[src/rtl/sar_adc_map.svh]
// Register offsets, field positions, reset values and timing counts
`ifndef SAR_ADC_MAP_SVH
`define SAR_ADC_MAP_SVH
`define CTRL_OFFSET      8'h1f
`define CFG_OFFSET       8'h9f
`define RESULT_OFFSET    8'h1e
`define IRQ_STAT_OFFSET  8'h20
`define IRQ_CLR_OFFSET   8'h21
`define IRQ_EN_OFFSET    8'h22
`define CLK_SEL_LSB      6
`define CH_SEL_LSB       3
`define GO_BIT           2
`define RSVD_BIT         1
`define ON_BIT           0
`define CTRL_RESET       8'h00
`define CFG_RESET        3'h0
`define HALVES_SETUP     5'd3
`define HALVES_RECOV     3'd4
`define HALF_DIV2        5'd1
`define HALF_DIV8        5'd4
`define HALF_DIV32       5'd16
`endif

[src/rtl/sar_adc_pkg.sv]
// Types shared by the converter control modules
package sar_adc_pkg;
    typedef enum logic [1:0] {ST_OFF, ST_ACQ, ST_CONV, ST_RECOV} conv_state_t;
    typedef enum logic [1:0] {CLK_DIV2, CLK_DIV8, CLK_DIV32, CLK_RC} clk_sel_t;
endpackage

[src/rtl/sar_if.sv]
// Handshake between the control logic and the approximation engine
`timescale 1ns/100ps
`default_nettype none
interface sar_if #(parameter int RES_W = 8);
    logic             start;
    logic             abort;
    logic             step;
    logic             cmp;
    logic             done;
    logic [RES_W-1:0] trial;
    logic [RES_W-1:0] result;
    modport ctrl   (output start, abort, step, cmp, input done, trial, result);
    modport engine (input start, abort, step, cmp, output done, trial, result);
endinterface
`default_nettype wire

[src/rtl/sar_adc_control.sv]
// Control logic of a five-input 8-bit successive-approximation converter
`timescale 1ns/100ps
`default_nettype none
`include "sar_adc_map.svh"
module sar_adc_control
    import sar_adc_pkg::*;
#(
    parameter int RES_W = 8
) (
    // Clock and reset
    input  wire logic             ref_clk_in,
    input  wire logic             rst_n_in,
    // Register port
    input  wire logic [7:0]       addr_in,
    input  wire logic [7:0]       wdata_in,
    input  wire logic             wr_in,
    input  wire logic             rd_in,
    output logic      [7:0]       rdata_out,
    // Analog front end and pins
    input  wire logic             cmp_in,
    input  wire logic             rc_clk_in,
    input  wire logic             sleep_in,
    output logic      [RES_W-1:0] dac_code_out,
    output logic      [2:0]       channel_out,
    output logic                  channel_valid_out,
    output logic                  sample_switch_out,
    output logic                  converter_power_out,
    output logic      [4:0]       pin_analog_out,
    output logic                  ref_from_pin_out,
    // Interrupt
    output logic                  irq_out
);
    ////////////////////////////////////////////////////////////////////////////
    typedef struct packed {
        clk_sel_t    clk_sel;
        logic [2:0]  channel;
        logic        go;
        logic        rsvd;
        logic        on;
        logic [2:0]  pin_fn;
        logic [7:0]  result;
        logic        flag;
        logic        irq_en;
        logic        irq;
        logic [7:0]  rdata;
        conv_state_t st;
        logic [2:0]  recov;
        logic        cmp_s1;
        logic        cmp_s2;
        logic        rc_s1;
        logic        rc_s2;
        logic        rc_s3;
        logic        slp_s1;
        logic        slp_s2;
        logic        sample;
        logic        ch_valid;
        logic [4:0]  analog;
        logic        ref_pin;
    } ctl_state_t;

    ctl_state_t s_q;
    ctl_state_t s_d;

    sar_if #(.RES_W(RES_W)) sar ();

    logic half_tick;
    logic tick_run;
    logic wr_ctrl;
    logic new_go;
    logic new_on;

    if (RES_W != 8) begin : g_chk
        $error("sar_adc_control serves an 8-bit result only");
    end

    ////////////////////////////////////////////////////////////////////////////
    // Oscillator stops in sleep, so only the RC source keeps ticking then
    assign tick_run = (s_q.st == ST_CONV || s_q.st == ST_RECOV)
                      && (!s_q.slp_s2 || s_q.clk_sel == CLK_RC);

    tad_tick_gen u_tick (
        .ref_clk_in    (ref_clk_in),
        .rst_n_in      (rst_n_in),
        .run_in        (tick_run),
        .sel_in        (s_q.clk_sel),
        .rc_edge_in    (s_q.rc_s2 ^ s_q.rc_s3),
        .half_tick_out (half_tick)
    );

    sar_engine #(.RES_W(RES_W)) u_engine (
        .ref_clk_in (ref_clk_in),
        .rst_n_in   (rst_n_in),
        .sar        (sar)
    );

    assign wr_ctrl = wr_in && addr_in == `CTRL_OFFSET;
    assign new_go  = wdata_in[`GO_BIT];
    assign new_on  = wdata_in[`ON_BIT];

    assign sar.start = wr_ctrl && new_go && s_q.on && new_on
                       && s_q.st == ST_ACQ;
    assign sar.abort = s_q.st == ST_CONV && wr_ctrl && (!new_go || !new_on);
    assign sar.step  = half_tick && s_q.st == ST_CONV;
    assign sar.cmp   = s_q.cmp_s2;

    ////////////////////////////////////////////////////////////////////////////
    always_comb begin
        s_d = s_q;
        s_d.cmp_s1 = cmp_in;
        s_d.cmp_s2 = s_q.cmp_s1;
        s_d.rc_s1  = rc_clk_in;
        s_d.rc_s2  = s_q.rc_s1;
        s_d.rc_s3  = s_q.rc_s2;
        s_d.slp_s1 = sleep_in;
        s_d.slp_s2 = s_q.slp_s1;

        // Register writes
        if (wr_ctrl) begin
            s_d.clk_sel = clk_sel_t'(wdata_in[`CLK_SEL_LSB +: 2]);
            s_d.channel = wdata_in[`CH_SEL_LSB +: 3];
            s_d.rsvd    = wdata_in[`RSVD_BIT];
            s_d.on      = new_on;
        end else if (wr_in && addr_in == `CFG_OFFSET) begin
            s_d.pin_fn = wdata_in[2:0];
        end else if (wr_in && addr_in == `RESULT_OFFSET) begin
            s_d.result = wdata_in;
        end else if (wr_in && addr_in == `IRQ_CLR_OFFSET) begin
            if (wdata_in[0]) begin
                s_d.flag = 1'b0;
            end
        end else if (wr_in && addr_in == `IRQ_EN_OFFSET) begin
            s_d.irq_en = wdata_in[0];
        end

        // Conversion sequence
        case (s_q.st)
            ST_OFF: begin
                if (s_d.on) begin
                    s_d.st = ST_ACQ;
                end
            end
            ST_ACQ: begin
                if (!s_d.on) begin
                    s_d.st = ST_OFF;
                end else if (sar.start) begin
                    s_d.st = ST_CONV;
                    s_d.go = 1'b1;
                end
            end
            ST_CONV: begin
                if (sar.abort) begin
                    s_d.go = 1'b0;
                    s_d.st = s_d.on ? ST_RECOV : ST_OFF;
                    s_d.recov = 3'h0;
                end else if (sar.done) begin
                    s_d.go = 1'b0;
                    s_d.result = sar.result;
                    s_d.flag = 1'b1;
                    s_d.st = ST_RECOV;
                    s_d.recov = 3'h0;
                end
            end
            ST_RECOV: begin
                if (!s_d.on) begin
                    s_d.st = ST_OFF;
                end else if (half_tick) begin
                    s_d.recov = s_q.recov + 3'h1;
                    if (s_q.recov + 3'h1 >= `HALVES_RECOV) begin
                        s_d.st = ST_ACQ;
                    end
                end
            end
            default: begin
                s_d.st = ST_OFF;
            end
        endcase

        // Go never reads one outside a conversion
        if (s_d.st != ST_CONV) begin
            s_d.go = 1'b0;
        end

        s_d.ch_valid = s_d.channel <= 3'h4;
        s_d.sample   = s_d.st == ST_ACQ && s_d.ch_valid;

        case (s_d.pin_fn)
            3'h0, 3'h2: begin
                s_d.analog  = 5'h1f;
                s_d.ref_pin = 1'b0;
            end
            3'h1, 3'h3: begin
                s_d.analog  = 5'h17;
                s_d.ref_pin = 1'b1;
            end
            3'h4: begin
                s_d.analog  = 5'h0b;
                s_d.ref_pin = 1'b0;
            end
            default: begin
                // Reserved codes fall back to all digital, the safe pin state
                s_d.analog  = 5'h00;
                s_d.ref_pin = 1'b0;
            end
        endcase

        s_d.irq = s_d.flag && s_d.irq_en;

        // Read data stand in the cycle after the strobe
        s_d.rdata = 8'h00;
        if (rd_in) begin
            if (addr_in == `CTRL_OFFSET) begin
                s_d.rdata = {s_q.clk_sel, s_q.channel, s_q.go, s_q.rsvd, s_q.on};
            end else if (addr_in == `CFG_OFFSET) begin
                s_d.rdata = {5'h00, s_q.pin_fn};
            end else if (addr_in == `RESULT_OFFSET) begin
                s_d.rdata = s_q.result;
            end else if (addr_in == `IRQ_STAT_OFFSET) begin
                s_d.rdata = {7'h00, s_q.flag};
            end else if (addr_in == `IRQ_EN_OFFSET) begin
                s_d.rdata = {7'h00, s_q.irq_en};
            end else begin
                s_d.rdata = 8'h00;
            end
        end

        // Completion wins over a clear in the same cycle
        if (s_q.st == ST_CONV && sar.done && !sar.abort) begin
            s_d.flag = 1'b1;
            s_d.irq  = s_q.irq_en || (wr_in && addr_in == `IRQ_EN_OFFSET && wdata_in[0]);
        end
    end

    ////////////////////////////////////////////////////////////////////////////
    always_ff @(posedge ref_clk_in or negedge rst_n_in) begin
        if (!rst_n_in) begin
            s_q        <= '0;
            s_q.analog <= 5'h1f;
        end else begin
            s_q <= s_d;
        end
    end

    assign rdata_out           = s_q.rdata;
    assign dac_code_out        = sar.trial;
    assign channel_out         = s_q.channel;
    assign channel_valid_out   = s_q.ch_valid;
    assign sample_switch_out   = s_q.sample;
    assign converter_power_out = s_q.on;
    assign pin_analog_out      = s_q.analog;
    assign ref_from_pin_out    = s_q.ref_pin;
    assign irq_out             = s_q.irq;
endmodule
`default_nettype wire

[src/rtl/tad_tick_gen.sv]
// Half bit-period tick generator from the oscillator or the private RC clock
`timescale 1ns/100ps
`default_nettype none
`include "sar_adc_map.svh"
module tad_tick_gen
    import sar_adc_pkg::*;
(
    // Clock and reset
    input  wire logic       ref_clk_in,
    input  wire logic       rst_n_in,
    // Control
    input  wire logic       run_in,
    input  wire clk_sel_t   sel_in,
    input  wire logic       rc_edge_in,
    // Tick
    output logic            half_tick_out
);
    typedef struct packed {
        logic [4:0] cnt;
        logic       tick;
    } tick_state_t;

    tick_state_t s_q;
    tick_state_t s_d;
    logic [4:0]  half_len;

    always_comb begin
        case (sel_in)
            CLK_DIV2:  half_len = `HALF_DIV2;
            CLK_DIV8:  half_len = `HALF_DIV8;
            CLK_DIV32: half_len = `HALF_DIV32;
            default:   half_len = `HALF_DIV2;
        endcase
        s_d = s_q;
        s_d.tick = 1'b0;
        if (!run_in) begin
            s_d.cnt = 5'h00;
        end else if (sel_in == CLK_RC) begin
            s_d.cnt = 5'h00;
            s_d.tick = rc_edge_in;
        end else if (s_q.cnt + 5'h01 >= half_len) begin
            s_d.cnt = 5'h00;
            s_d.tick = 1'b1;
        end else begin
            s_d.cnt = s_q.cnt + 5'h01;
        end
    end

    always_ff @(posedge ref_clk_in or negedge rst_n_in) begin
        if (!rst_n_in) begin
            s_q <= '0;
        end else begin
            s_q <= s_d;
        end
    end

    assign half_tick_out = s_q.tick;
endmodule
`default_nettype wire

[src/rtl/sar_engine.sv]
// Successive-approximation engine stepped in half bit periods
`timescale 1ns/100ps
`default_nettype none
`include "sar_adc_map.svh"
module sar_engine #(
    parameter int RES_W = 8
) (
    // Clock and reset
    input  wire logic ref_clk_in,
    input  wire logic rst_n_in,
    // Control side
    sar_if.engine     sar
);
    typedef struct packed {
        logic             busy;
        logic             done;
        logic [4:0]       cnt;
        logic [2:0]       idx;
        logic [RES_W-1:0] trial;
        logic [RES_W-1:0] result;
    } eng_state_t;

    eng_state_t s_q;
    eng_state_t s_d;
    logic [4:0] past_setup;

    if (RES_W != 8) begin : g_chk
        $error("sar_engine serves an 8-bit result only");
    end

    assign past_setup = s_q.cnt - `HALVES_SETUP;

    always_comb begin
        s_d = s_q;
        s_d.done = 1'b0;
        if (sar.abort) begin
            s_d.busy = 1'b0;
        end else if (sar.start) begin
            s_d.busy = 1'b1;
            s_d.cnt = 5'h00;
            s_d.idx = 3'h7;
            s_d.trial = {1'b1, {(RES_W-1){1'b0}}};
        end else if (s_q.busy && sar.step) begin
            s_d.cnt = s_q.cnt + 5'h01;
            // Bit decided at the end of each whole bit period after setup
            if (s_q.cnt > `HALVES_SETUP && past_setup[0]) begin
                if (!sar.cmp) begin
                    s_d.trial[s_q.idx] = 1'b0;
                end
                if (s_q.idx == 3'h0) begin
                    s_d.busy = 1'b0;
                    s_d.done = 1'b1;
                    s_d.result = s_d.trial;
                end else begin
                    s_d.trial[s_q.idx - 3'h1] = 1'b1;
                    s_d.idx = s_q.idx - 3'h1;
                end
            end
        end
    end

    always_ff @(posedge ref_clk_in or negedge rst_n_in) begin
        if (!rst_n_in) begin
            s_q <= '0;
        end else begin
            s_q <= s_d;
        end
    end

    assign sar.done   = s_q.done;
    assign sar.trial  = s_q.trial;
    assign sar.result = s_q.result;
endmodule
`default_nettype wire

[config.mk]
export PLATFORM = sky130hd
export DESIGN_NAME = sar_adc_control
export DESIGN_NICKNAME = d
export VERILOG_FILES = /design/src/rtl/sar_adc_pkg.sv /design/src/rtl/sar_if.sv /design/src/rtl/sar_adc_control.sv /design/src/rtl/tad_tick_gen.sv /design/src/rtl/sar_engine.sv
export VERILOG_INCLUDE_DIRS = /design/src /design/src/rtl
export SDC_FILE = /design/constraint.sdc
export NUM_CORES = 1
export LEC_CHECK = 0
export ABC_AREA = 1
export BUFFER_PORTS_ARGS = -buffer_cell sky130_fd_sc_hd__buf_2
export CORE_MARGIN = 5
export CORE_UTILIZATION = 59
export CTS_CLUSTER_DIAMETER = 40
export DETAILED_ROUTE_END_ITERATION = 8
export GPL_TIMING_DRIVEN = 0
export PLACE_DENSITY = 0.85
export SLEW_MARGIN = 20
export SYNTH_ARGS = -nofsm -noshare
export SYNTH_HDL_FRONTEND = slang
export SYNTH_HIERARCHICAL = 1
export SYNTH_SLANG_ARGS = --single-unit
[constraint.sdc]
create_clock -name ref_clk_in -period 2 [get_ports ref_clk_in]
set_input_delay 0.1 -clock ref_clk_in [delete_from_list [all_inputs] [get_ports ref_clk_in]]
set_output_delay 0.1 -clock ref_clk_in [all_outputs]
set_load 0.05 [all_outputs]
Yosys cells after proc, flatten, opt, wreduce, memory -nomap -nowiden
Cells that the tools add are included.

operators by class
  $add $sub $neg = 5
  order comparisons = 8
  equality and inequality tests = 25
  multiplexer cells = 68
  bitwise logic cells = 6
  reductions and logical operators = 49

operators by type and width
  operator             number
  $mux 8               12
  $mux 9               3
  $mux 26              1
  $mux 25              1
  $mux 5               5
  $eq 8x6->1 const B   3
  $logic_and 1x1->1    22
  $mux 1               21
  $mux 19              1
  $mux 2               9
  $pmux 6 s3           1
  $eq 8x5->1 const B   2
  $mux 16              1
  $mux 13              1
  $reduce_and 4->1     3
  $reduce_bool 3->1    4
  $mux 11              1
  $add 5x1->5 const B  2
  $mux 10              1
  $pmux 5 s2           1
  $mux 3               3
  $ne 3x2->1 const B   3
  $and 8x8->8          1
  $eq 2x2->1 const B   4
  35 further kinds     55

word-level totals
  flip-flop bits (word level) = 82
  bits of input ports = 23
  output and inout port bits = 29
  logic and storage cells = 193

Depth between registers and ports, before layout
Gate-level depths: netlist of the first run.

  depth after elaboration = 17
  gate-level depth with buffers = 13
  depth with buffers taken out = 12

Modules after synthesis
Netlist of the first run, hierarchy kept.

modules (own cells, without submodules)
  module           instances  cells an instance  area an instance (um2)
  sar_adc_control  1          293                2453.6
  sar_engine       1          194                1570.3
  tad_tick_gen     1          52                 437.9

Least setup slack after synthesis of the first run
OpenSTA, ideal clock, no wires.

  path type = register to register
  start = register s_q (netlist bit converter_power_out)
  end = register u_engine/s_q[18] (netlist name)
  setup time = 116 ps
  data arrival time = 1895 ps
  data required time = 1884 ps
  slack = -11 ps
  stages on the path, launching flop included = 10
  buffers on the path = 0
  path through = dfrtp_1 > inv_1 > nor2_1 > nand4_1 > nor2_1 > inv_2 > a21oi_4 > nand3_1 > nand2_1 > nand2_1

on the way
  cells in the longest elaborated chain, start to end = 5
  elaborated cells between the ends (all ways) = 8

ends and longest elaborated chain
  element                                                                  line                    RTL
  start: declaration                                                       sar_adc_control.sv:61   ctl_state_t s_q;
  $logic_and 1x1->1 (*) (2 in a row)                                       sar_adc_control.sv:100  assign sar.start = wr_ctrl && new_go && s_q.on && new_on
  $logic_and 1x1->1 (*)                                                    sar_adc_control.sv:101  && s_q.st == ST_ACQ;
  net sar.start                                                            sar_if.sv:5             logic start;
  $ne 2x2->1 (no source line) / $reduce_bool 2->1 (equally long branches)  --
  $reduce_and 4->1 (no source line)                                        --
  end signal: assignment                                                   sar_engine.sv:64        s_q <= '0;
  end signal: assignment                                                   sar_engine.sv:66        s_q <= s_d;
  end: declaration                                                         sar_engine.sv:23        eng_state_t s_q;

The timed path passes the listed nets; every way through them passes the cells marked *.
A chain may end at the register's enable or synchronous reset.

Final worst setup path of the first run
  start = register s_q[18] (netlist name)
  end = register u_engine.s_q (netlist bit u_engine/sar.result[0])

on the way
  elaborated cells between the ends (all ways) = 10

RTL lines
  element                            line
  $eq 2x1->1                         sar_adc_control.sv:101
  $logic_and 1x1->1                  sar_adc_control.sv:101
  net sar.start                      sar_if.sv:5
  $not 1->1 (no source line)         --
  $reduce_and 5->1 (no source line)  --

The timed path passes the listed nets, and every way through them passes these cells.

==> results_dict.tcl, run 1 <==
set metrics [dict create \
    grt_first_pass_wirelength_mm 16.3 \
    via_count 3743 \
    io_buffer_count 50 \
    cts_root_buffer "clkbuf_8" \
    detail_route.wirelength_mm 9.55 \
    io_pins 52 \
    initial_core_util_pct 61.2 \
    yosysSeqAreaShare_pct 45.0 \
    endpoint_kind "flop" \
    areaGrowthSynthToFinish_pct 17.5 \
    leakage_uw 0.00284 \
    floorplan.core_area_um2 7290 \
    clock_transition_at_the_registers_of_the_reported_paths_ns 0.08 \
    hpwlAfterDp_mm 7.07 \
    remaining_drc_errors 0 \
    ys_ff_latch 80 \
    outcome "complete, no violations" \
    final.min_clock_period_ns 1.88 \
    worst_hold_slack_ns 0.00982 \
    layout_setup_ws_ns 0.117 \
    grt_antenna_before_repair 0 \
    syn_avg_cell_area_um2 8.28 \
    gr-total-overflow 0 \
    maxSlewViolCount 0 \
    timing_worst_setup_path_type "reg2reg" \
    die-area_um2 9400 \
    cellPowerDensity_nw_per_um2 779 \
    synth-compound-area-share_pct 11.0 \
    max_cap_violations 0 \
    detail_route.vias_per_cell 5.22 \
    drive_gt1_share_pct 27.0 \
    slew-limit-headroom_pct 71.3 \
    post_synth_instance_area_um2 4460 \
    die-height_um 97.0 \
    layout.cell_area.non_filler_um2 5240 \
    post-route-period-util_pct 94.1 \
    post_synth_xor_area_fraction_pct 1.15 \
    design.final.nets 651 \
    synth_cell_types 43 \
    clockBufferDepth 2 \
    die-width_um 97.0 \
    setup_viol_count_final 0 \
    postSynth.topFlopCell "dfrtp_1" \
    synth_enable_flop_cells 0 \
    gp_routability_congestion 0.925 \
    tritoncts_clock_tree "yes" \
    hold_viol_final 0 \
    setup.reg_to_reg.worst_slack_ns 0.12 \
    drt-pass1-iter-count 5 \
    synth.area.mux_share_pct 0 \
    synth_top_family_by_area "simple AND/OR/NAND/NOR gates" \
    ir_worst_vdd_v 0.000427 \
    detail-route-antenna-nets 0 \
    setup_repair_after_global_routing_missed_its_margin "true" \
    crit_required_ns 2.28 \
    synth.area.top_cells "dfrtp_1 43%, nand2_1 12%, buf_4 5.6%" \
    sort_of_element_at_the_start_of_the_critical_path "flop" \
    yosys.area.top_type_share_pct 43.2 \
    grtUsageTotal_pct 20.3 \
    initialDrtViolationCount 248 \
    synth_cells 539 \
    cts.sink_count 80 \
    finClkSkew_ns 0.00704 \
    synth_area_leader_cell "dfrtp_1" \
    hold_class "in2reg" \
    post_synth_fa_ha_maj_area_fraction_pct 4.21 \
    synth_simple_gate_area_share_pct 27.0 \
    antennaDiodeCount 0 \
    detail_route.wl_per_cell_um 13.3 \
    most_used_cells_in_the_layout_excluding_fill_and_tap_cells "142 x nand2_1, 75 x dfrtp_1, 59 x inv_1" \
    grt_max_degree 50 \
    worstPathArrival_ns 2.17 \
    placedInstanceArea_um2 4870 \
    pre_cts_ws_ns -0.0563 \
    layout_commonest_cell "nand2_1" \
    row_count 31 \
    max_freq_mhz 531 \
    clk-insertion-delay-late_ns 0.34 \
    cts_buffers 9 \
    syn-num-nets 577 \
    ys_async_sr_fraction_pct 100 \
    synth-warning-count 6 \
    worst_slew_pin_slew_ns 0.430 \
    cts.htree.levels 3 \
    via_count_of_the_first_global_routing_pass 3724 \
    cp_max_fo 6 \
]
==> repair_timing <==
action | 4_1_cts | 5_1_grt
pin swaps | 0 | 2
endpoints found under the setup margin | 23 | 36
hold endpoints to repair | 36 | 0
resized for setup | 6 | 5
buffers inserted | 0 | 6
cloned | 0 | 0
hold buffers | 6 | 0
==> layer usage <==
metal  share of wire (%)  global-route usage (%)
met5                   0                       0
met2                  51                    36.0
met3                 5.5                    4.24
met4                 1.2                    6.48
met1                  42                    24.6
==> critical path, stage by stage (launching register included) <==
cell	delay [ns]
dfrtp_2	0.42
buf_4	0.15
ha_1	0.22
inv_1	0.12
nor2_4	0.06
buf_4	0.15
nor2_4	0.13
inv_1	0.13
nor2_8	0.15
buf_4	0.14
nand3_1	0.07
nand2_1	0.08
==> layout make-up <==
| type | count | area (um2) |
|---|---|---|
| buffer | 36 | 268 |
| clock buffer | 11 | 141 |
| clock inverter | 5 | 104 |
| fill | 562 | 2050 |
| inverter | 69 | 259 |
| multi-input combinational | 354 | 1950 |
| sequential | 80 | 2010 |
| tap | 99 | 124 |
| timing repair buffer | 63 | 385 |
==> power by group <==
| group | switching, uW | leakage, uW | internal (uW) |
|---|---|---|---|
| Sequential | 60.7 | 0.00101 | 1710 |
| Clock | 580 | 0.000124 | 864 |
| Combinational | 581 | 0.00170 | 288 |
==> cells by family after synthesis <==
family / after synthesis
xor gates and xnor gates: 5
buffers and inverters: 105
AOI/OAI and AO/OA: 84
and+or+nand+nor: 250
DFF: 80
adders and majority gates: 15
==> cell usage after synthesis (2+ instances only) <==
master / n
nand3_2: 4
nand2_4: 4
dfstp_2: 3
buf_2: 2
o21ai_1: 22
inv_2: 8
nand4_1: 5
buf_4: 33
o21ai_0: 18
nor2_4: 3
nor2_1: 34
nand2_2: 5
o211ai_1: 2
xor2_1: 3
a31oi_1: 2
dfrtp_1: 77
nand2_1: 143
a21boi_0: 7
nor2_2: 10
nand3_1: 27
o21bai_1: 3
inv_1: 61
or2_2: 2
o21ai_2: 4
a21oi_1: 19
nor2_8: 2
nor3_1: 3
o22ai_1: 4
ha_1: 15
==> state kept, by name, indices dropped and copies added, names as in the netlist <==
signal,flops
channel_out,3
channel_valid_out,1
converter_power_out,1
irq_out,1
pin_analog_out,3
rdata_out,8
ref_from_pin_out,1
s_d,4
s_q,24
sample_switch_out,1
sar.cmp,1
u_engine/s_q,9
u_engine/sar.done,1
u_engine/sar.result,8
u_engine/sar.trial,8
u_tick/half_tick_out,1
u_tick/s_q,5
==> final timing paths <==
kind / from / end / depth (start not counted)
worst min register to register: s_d[13]$_DFF_PN0_ / sar.cmp$_DFF_PN0_ / 0
max in group asynchronous: rst_n_in / pin_analog_out[3]$_DFF_PN1_ / 3
min in group asynchronous: rst_n_in / u_tick/s_q[4]$_DFF_PN0_ / 2
worst max-delay path: s_q[18]$_DFF_PN0_ / u_engine/sar.result[0]$_DFFE_PN0P_ / 11
worst max register to register: s_q[18]$_DFF_PN0_ / u_engine/sar.result[0]$_DFFE_PN0P_ / 11
worst min-delay path: wdata_in[6] / s_q[48]$_DFFE_PN0N_ / 3
==> per-stage QoR <==
step                      TNS, ns  utilization [%]  cells  power [uW]
after floorplan                 0                -    539        2380
after global placement          0             66.3    688        2560
after detailed placement   -0.242             66.7    689        2600
after CTS                       0             71.1    711        4050
after global routing      -0.0565             71.9    717        4280
final                           0             71.9    717        4080
Note: power is estimated with default switching activity, not from simulation.
==> run 2: changes to the inputs <==
==> constraint.sdc (replaced) <==
create_clock -name ref_clk_in -period 1.8 [get_ports ref_clk_in]
set_input_delay 0.09 -clock ref_clk_in [delete_from_list [all_inputs] [get_ports ref_clk_in]]
set_output_delay 0.09 -clock ref_clk_in [all_outputs]
set_load 0.05 [all_outputs]
==> run 2 against run 1 <==
  * The flow now finishes with violations (negative setup slack)
  * Utilization up 4.4 points
  * Critical endpoint is now u_engine/s_q[17]$_DFFE_PN0P_
  * Hold slack better by 0.0029 ns
  * Highest routed layer unchanged
  * Clock power up 21%
  * Sequential power up 11%
  * Combinational power up 35%
  * Critical path type unchanged
  * Design area up 6.2%
==> results_dict.tcl, run 2 (same netlist as run 1, synthesis figures left out) <==
set metrics [dict create \
    outcome "complete, but fails checks" \
    failing_checks "negative setup slack" \
    design.final.nets 673 \
    setup_viol_count_final 1 \
    antennaDiodeCount 0 \
    layout_top_registers "s_q (24), u_engine/s_q (9)" \
    floorplan.core_area_um2 7290 \
    timing.critical_path.max_delay_family "simple AND/OR/NAND/NOR gates" \
    report.power.total_uw 4880 \
    cellPowerDensity_nw_per_um2 876 \
    detail_route.wirelength_mm 10.8 \
    ir_worst_vdd_v 0.000453 \
    gp_routability_congestion 0.842 \
    hpwlAfterDp_mm 7.09 \
    critical_path_buf_inv_count 2 \
    post-route-period-util_pct 100 \
    grt_max_degree 45 \
    drive_gt1_share_pct 32.8 \
    worst_slew_pin_slew_ns 0.561 \
    flip_flop_count_of_the_largest_register_after_layout 24 \
    max_freq_mhz 554 \
    clock_transition_at_the_registers_of_the_reported_paths_ns 0.08 \
    worstPathArrival_ns 2.10 \
    grt_first_pass_wirelength_mm 17.3 \
    gr-total-overflow 0 \
    layout_setup_ws_ns -0.00428 \
    via_count_of_the_first_global_routing_pass 3940 \
    cts.htree.levels 3 \
    setup.reg_to_reg.worst_slack_ns -0.004 \
    drt-pass1-iter-count 6 \
    areaGrowthSynthToFinish_pct 24.7 \
    io_buffer_count 50 \
    placedInstanceArea_um2 4860 \
    holdPathStages 3 \
    hold_viol_final 0 \
    crit_path_top_delay_cell "dfrtp_2" \
    cts.sink_count 80 \
    layout.cell_area.non_filler_um2 5570 \
    r2r_cells 10 \
    detail_route.vias_per_cell 5.40 \
    worst_path_largest_cell_delay_ns 0.40 \
    placedCellCount 689 \
    detail-route-antenna-nets 0 \
    crit_required_ns 2.09 \
    slew-limit-headroom_pct 62.6 \
    timing_worst_setup_path_type "reg2reg" \
    timing.setup.tns_ns -0.00428 \
    grt_antenna_before_repair 0 \
    cp_max_fo 5 \
    row_count 31 \
    sort_of_element_at_the_start_of_the_critical_path "flop" \
    die-area_um2 9400 \
    leakage_uw 0.00298 \
    detail_route.wl_per_cell_um 14.6 \
    postLayoutCoreUtil_pct 76.3 \
    maxSlewViolCount 0 \
    clockBufferDepth 2 \
    final.min_clock_period_ns 1.80 \
    crit_cells 10 \
    setup_repair_after_global_routing_missed_its_margin "true" \
    grtUsageTotal_pct 22.0 \
    tritoncts_clock_tree "yes" \
    remaining_drc_errors 0 \
    most_used_cells_in_the_layout_excluding_fill_and_tap_cells "135 x nand2_1, 73 x dfrtp_1, 54 x inv_1" \
    io_pins 52 \
    via_count 3994 \
    cp_cell_sequence "inv_2, nor2_2, nand4_1, nor2_4, inv_4, a21oi_4, nand2_4, nor2_4, nand2_1, nand2_1" \
    clk-insertion-delay-late_ns 0.36 \
    cts_root_buffer "clkbuf_8" \
    initial_core_util_pct 61.2 \
    initialDrtViolationCount 261 \
    cts_buffers 9 \
    hold_class "in2reg" \
    largest-register "s_q" \
    endpoint_kind "flop" \
    layout.cells.non_filler 739 \
    die-height_um 97.0 \
    die-width_um 97.0 \
    finClkSkew_ns 0.0124 \
    layout_commonest_cell "nand2_1" \
    max_cap_violations 0 \
]
-- run 2: worst paths after layout --
path / from / endpoint
worst max-delay path: converter_power_out$_DFF_PN0_ / u_engine/s_q[17]$_DFFE_PN0P_
max in group asynchronous: rst_n_in / s_q[48]$_DFFE_PN0N_
worst min-delay path: wdata_in[1] / s_q[43]$_DFFE_PN0N_
min in group asynchronous: rst_n_in / u_engine/s_q[22]$_DFFE_PN0P_
worst min register to register: s_d[8]$_DFF_PN0_ / s_q[8]$_DFF_PN0_
worst max register to register: converter_power_out$_DFF_PN0_ / u_engine/s_q[17]$_DFFE_PN0P_
-- run 2: report_power, final --
part           switching [uW]  leakage (uW)  internal [uW]  total [uW]
combinational             728       0.00184            438        1170
clock                     676      0.000130           1060        1740
sequential               74.3       0.00101           1900        1970
-- run 2: repair_timing --
action / in CTS / in global routing
endpoints found under the hold margin: 50 / 0
setup buffers: 6 / 14
endpoints found under the setup margin: 39 / 42
hold buffers: 10 / 0
pin swaps: 5 / 17
cloned: 1 / 3
resized for setup: 13 / 36
-- run 2: per-layer routing --
layer / wire length (um) / vias to the layer above / track usage (%) / part of all wire [%]
li1: - / 1886 / - / -
met1: 4230 / 1901 / 24.8 / 39
met2: 5580 / 169 / 40.2 / 52
met3: 676 / 38 / 5.18 / 6.2
met4: 326 / 0 / 8.21 / 3.0
met5: 0 / - / 0 / 0
-- run 2: metrics by stage --
step	hold WS, ns	setup slack [ns]
6_report	0.0127	-0.00428
5_1_grt	0.0156	-0.125
4_1_cts	0.0108	0.00751
3_5_place_dp	0.122	-0.236
3_3_place_gp	0.199	-0.154
2_1_floorplan	-0.206	0.0317
-- run 2: tightest hold or removal path: cells and delay by family --
kind	cells	cell delay [ns]
compound gates	1	0.07
simple gates	1	0.05
buf+inv	1	0.12
-- run 2: final cells by class --
class	instances	area, um2
Multi-Input combinational cell	357	2070
Sequential cell	80	2010
Fill cell	485	1730
Timing Repair Buffer	82	556
Buffer	36	275
Inverter	69	265
Clock inverter	7	141
Clock buffer	9	124
Tap cell	99	124
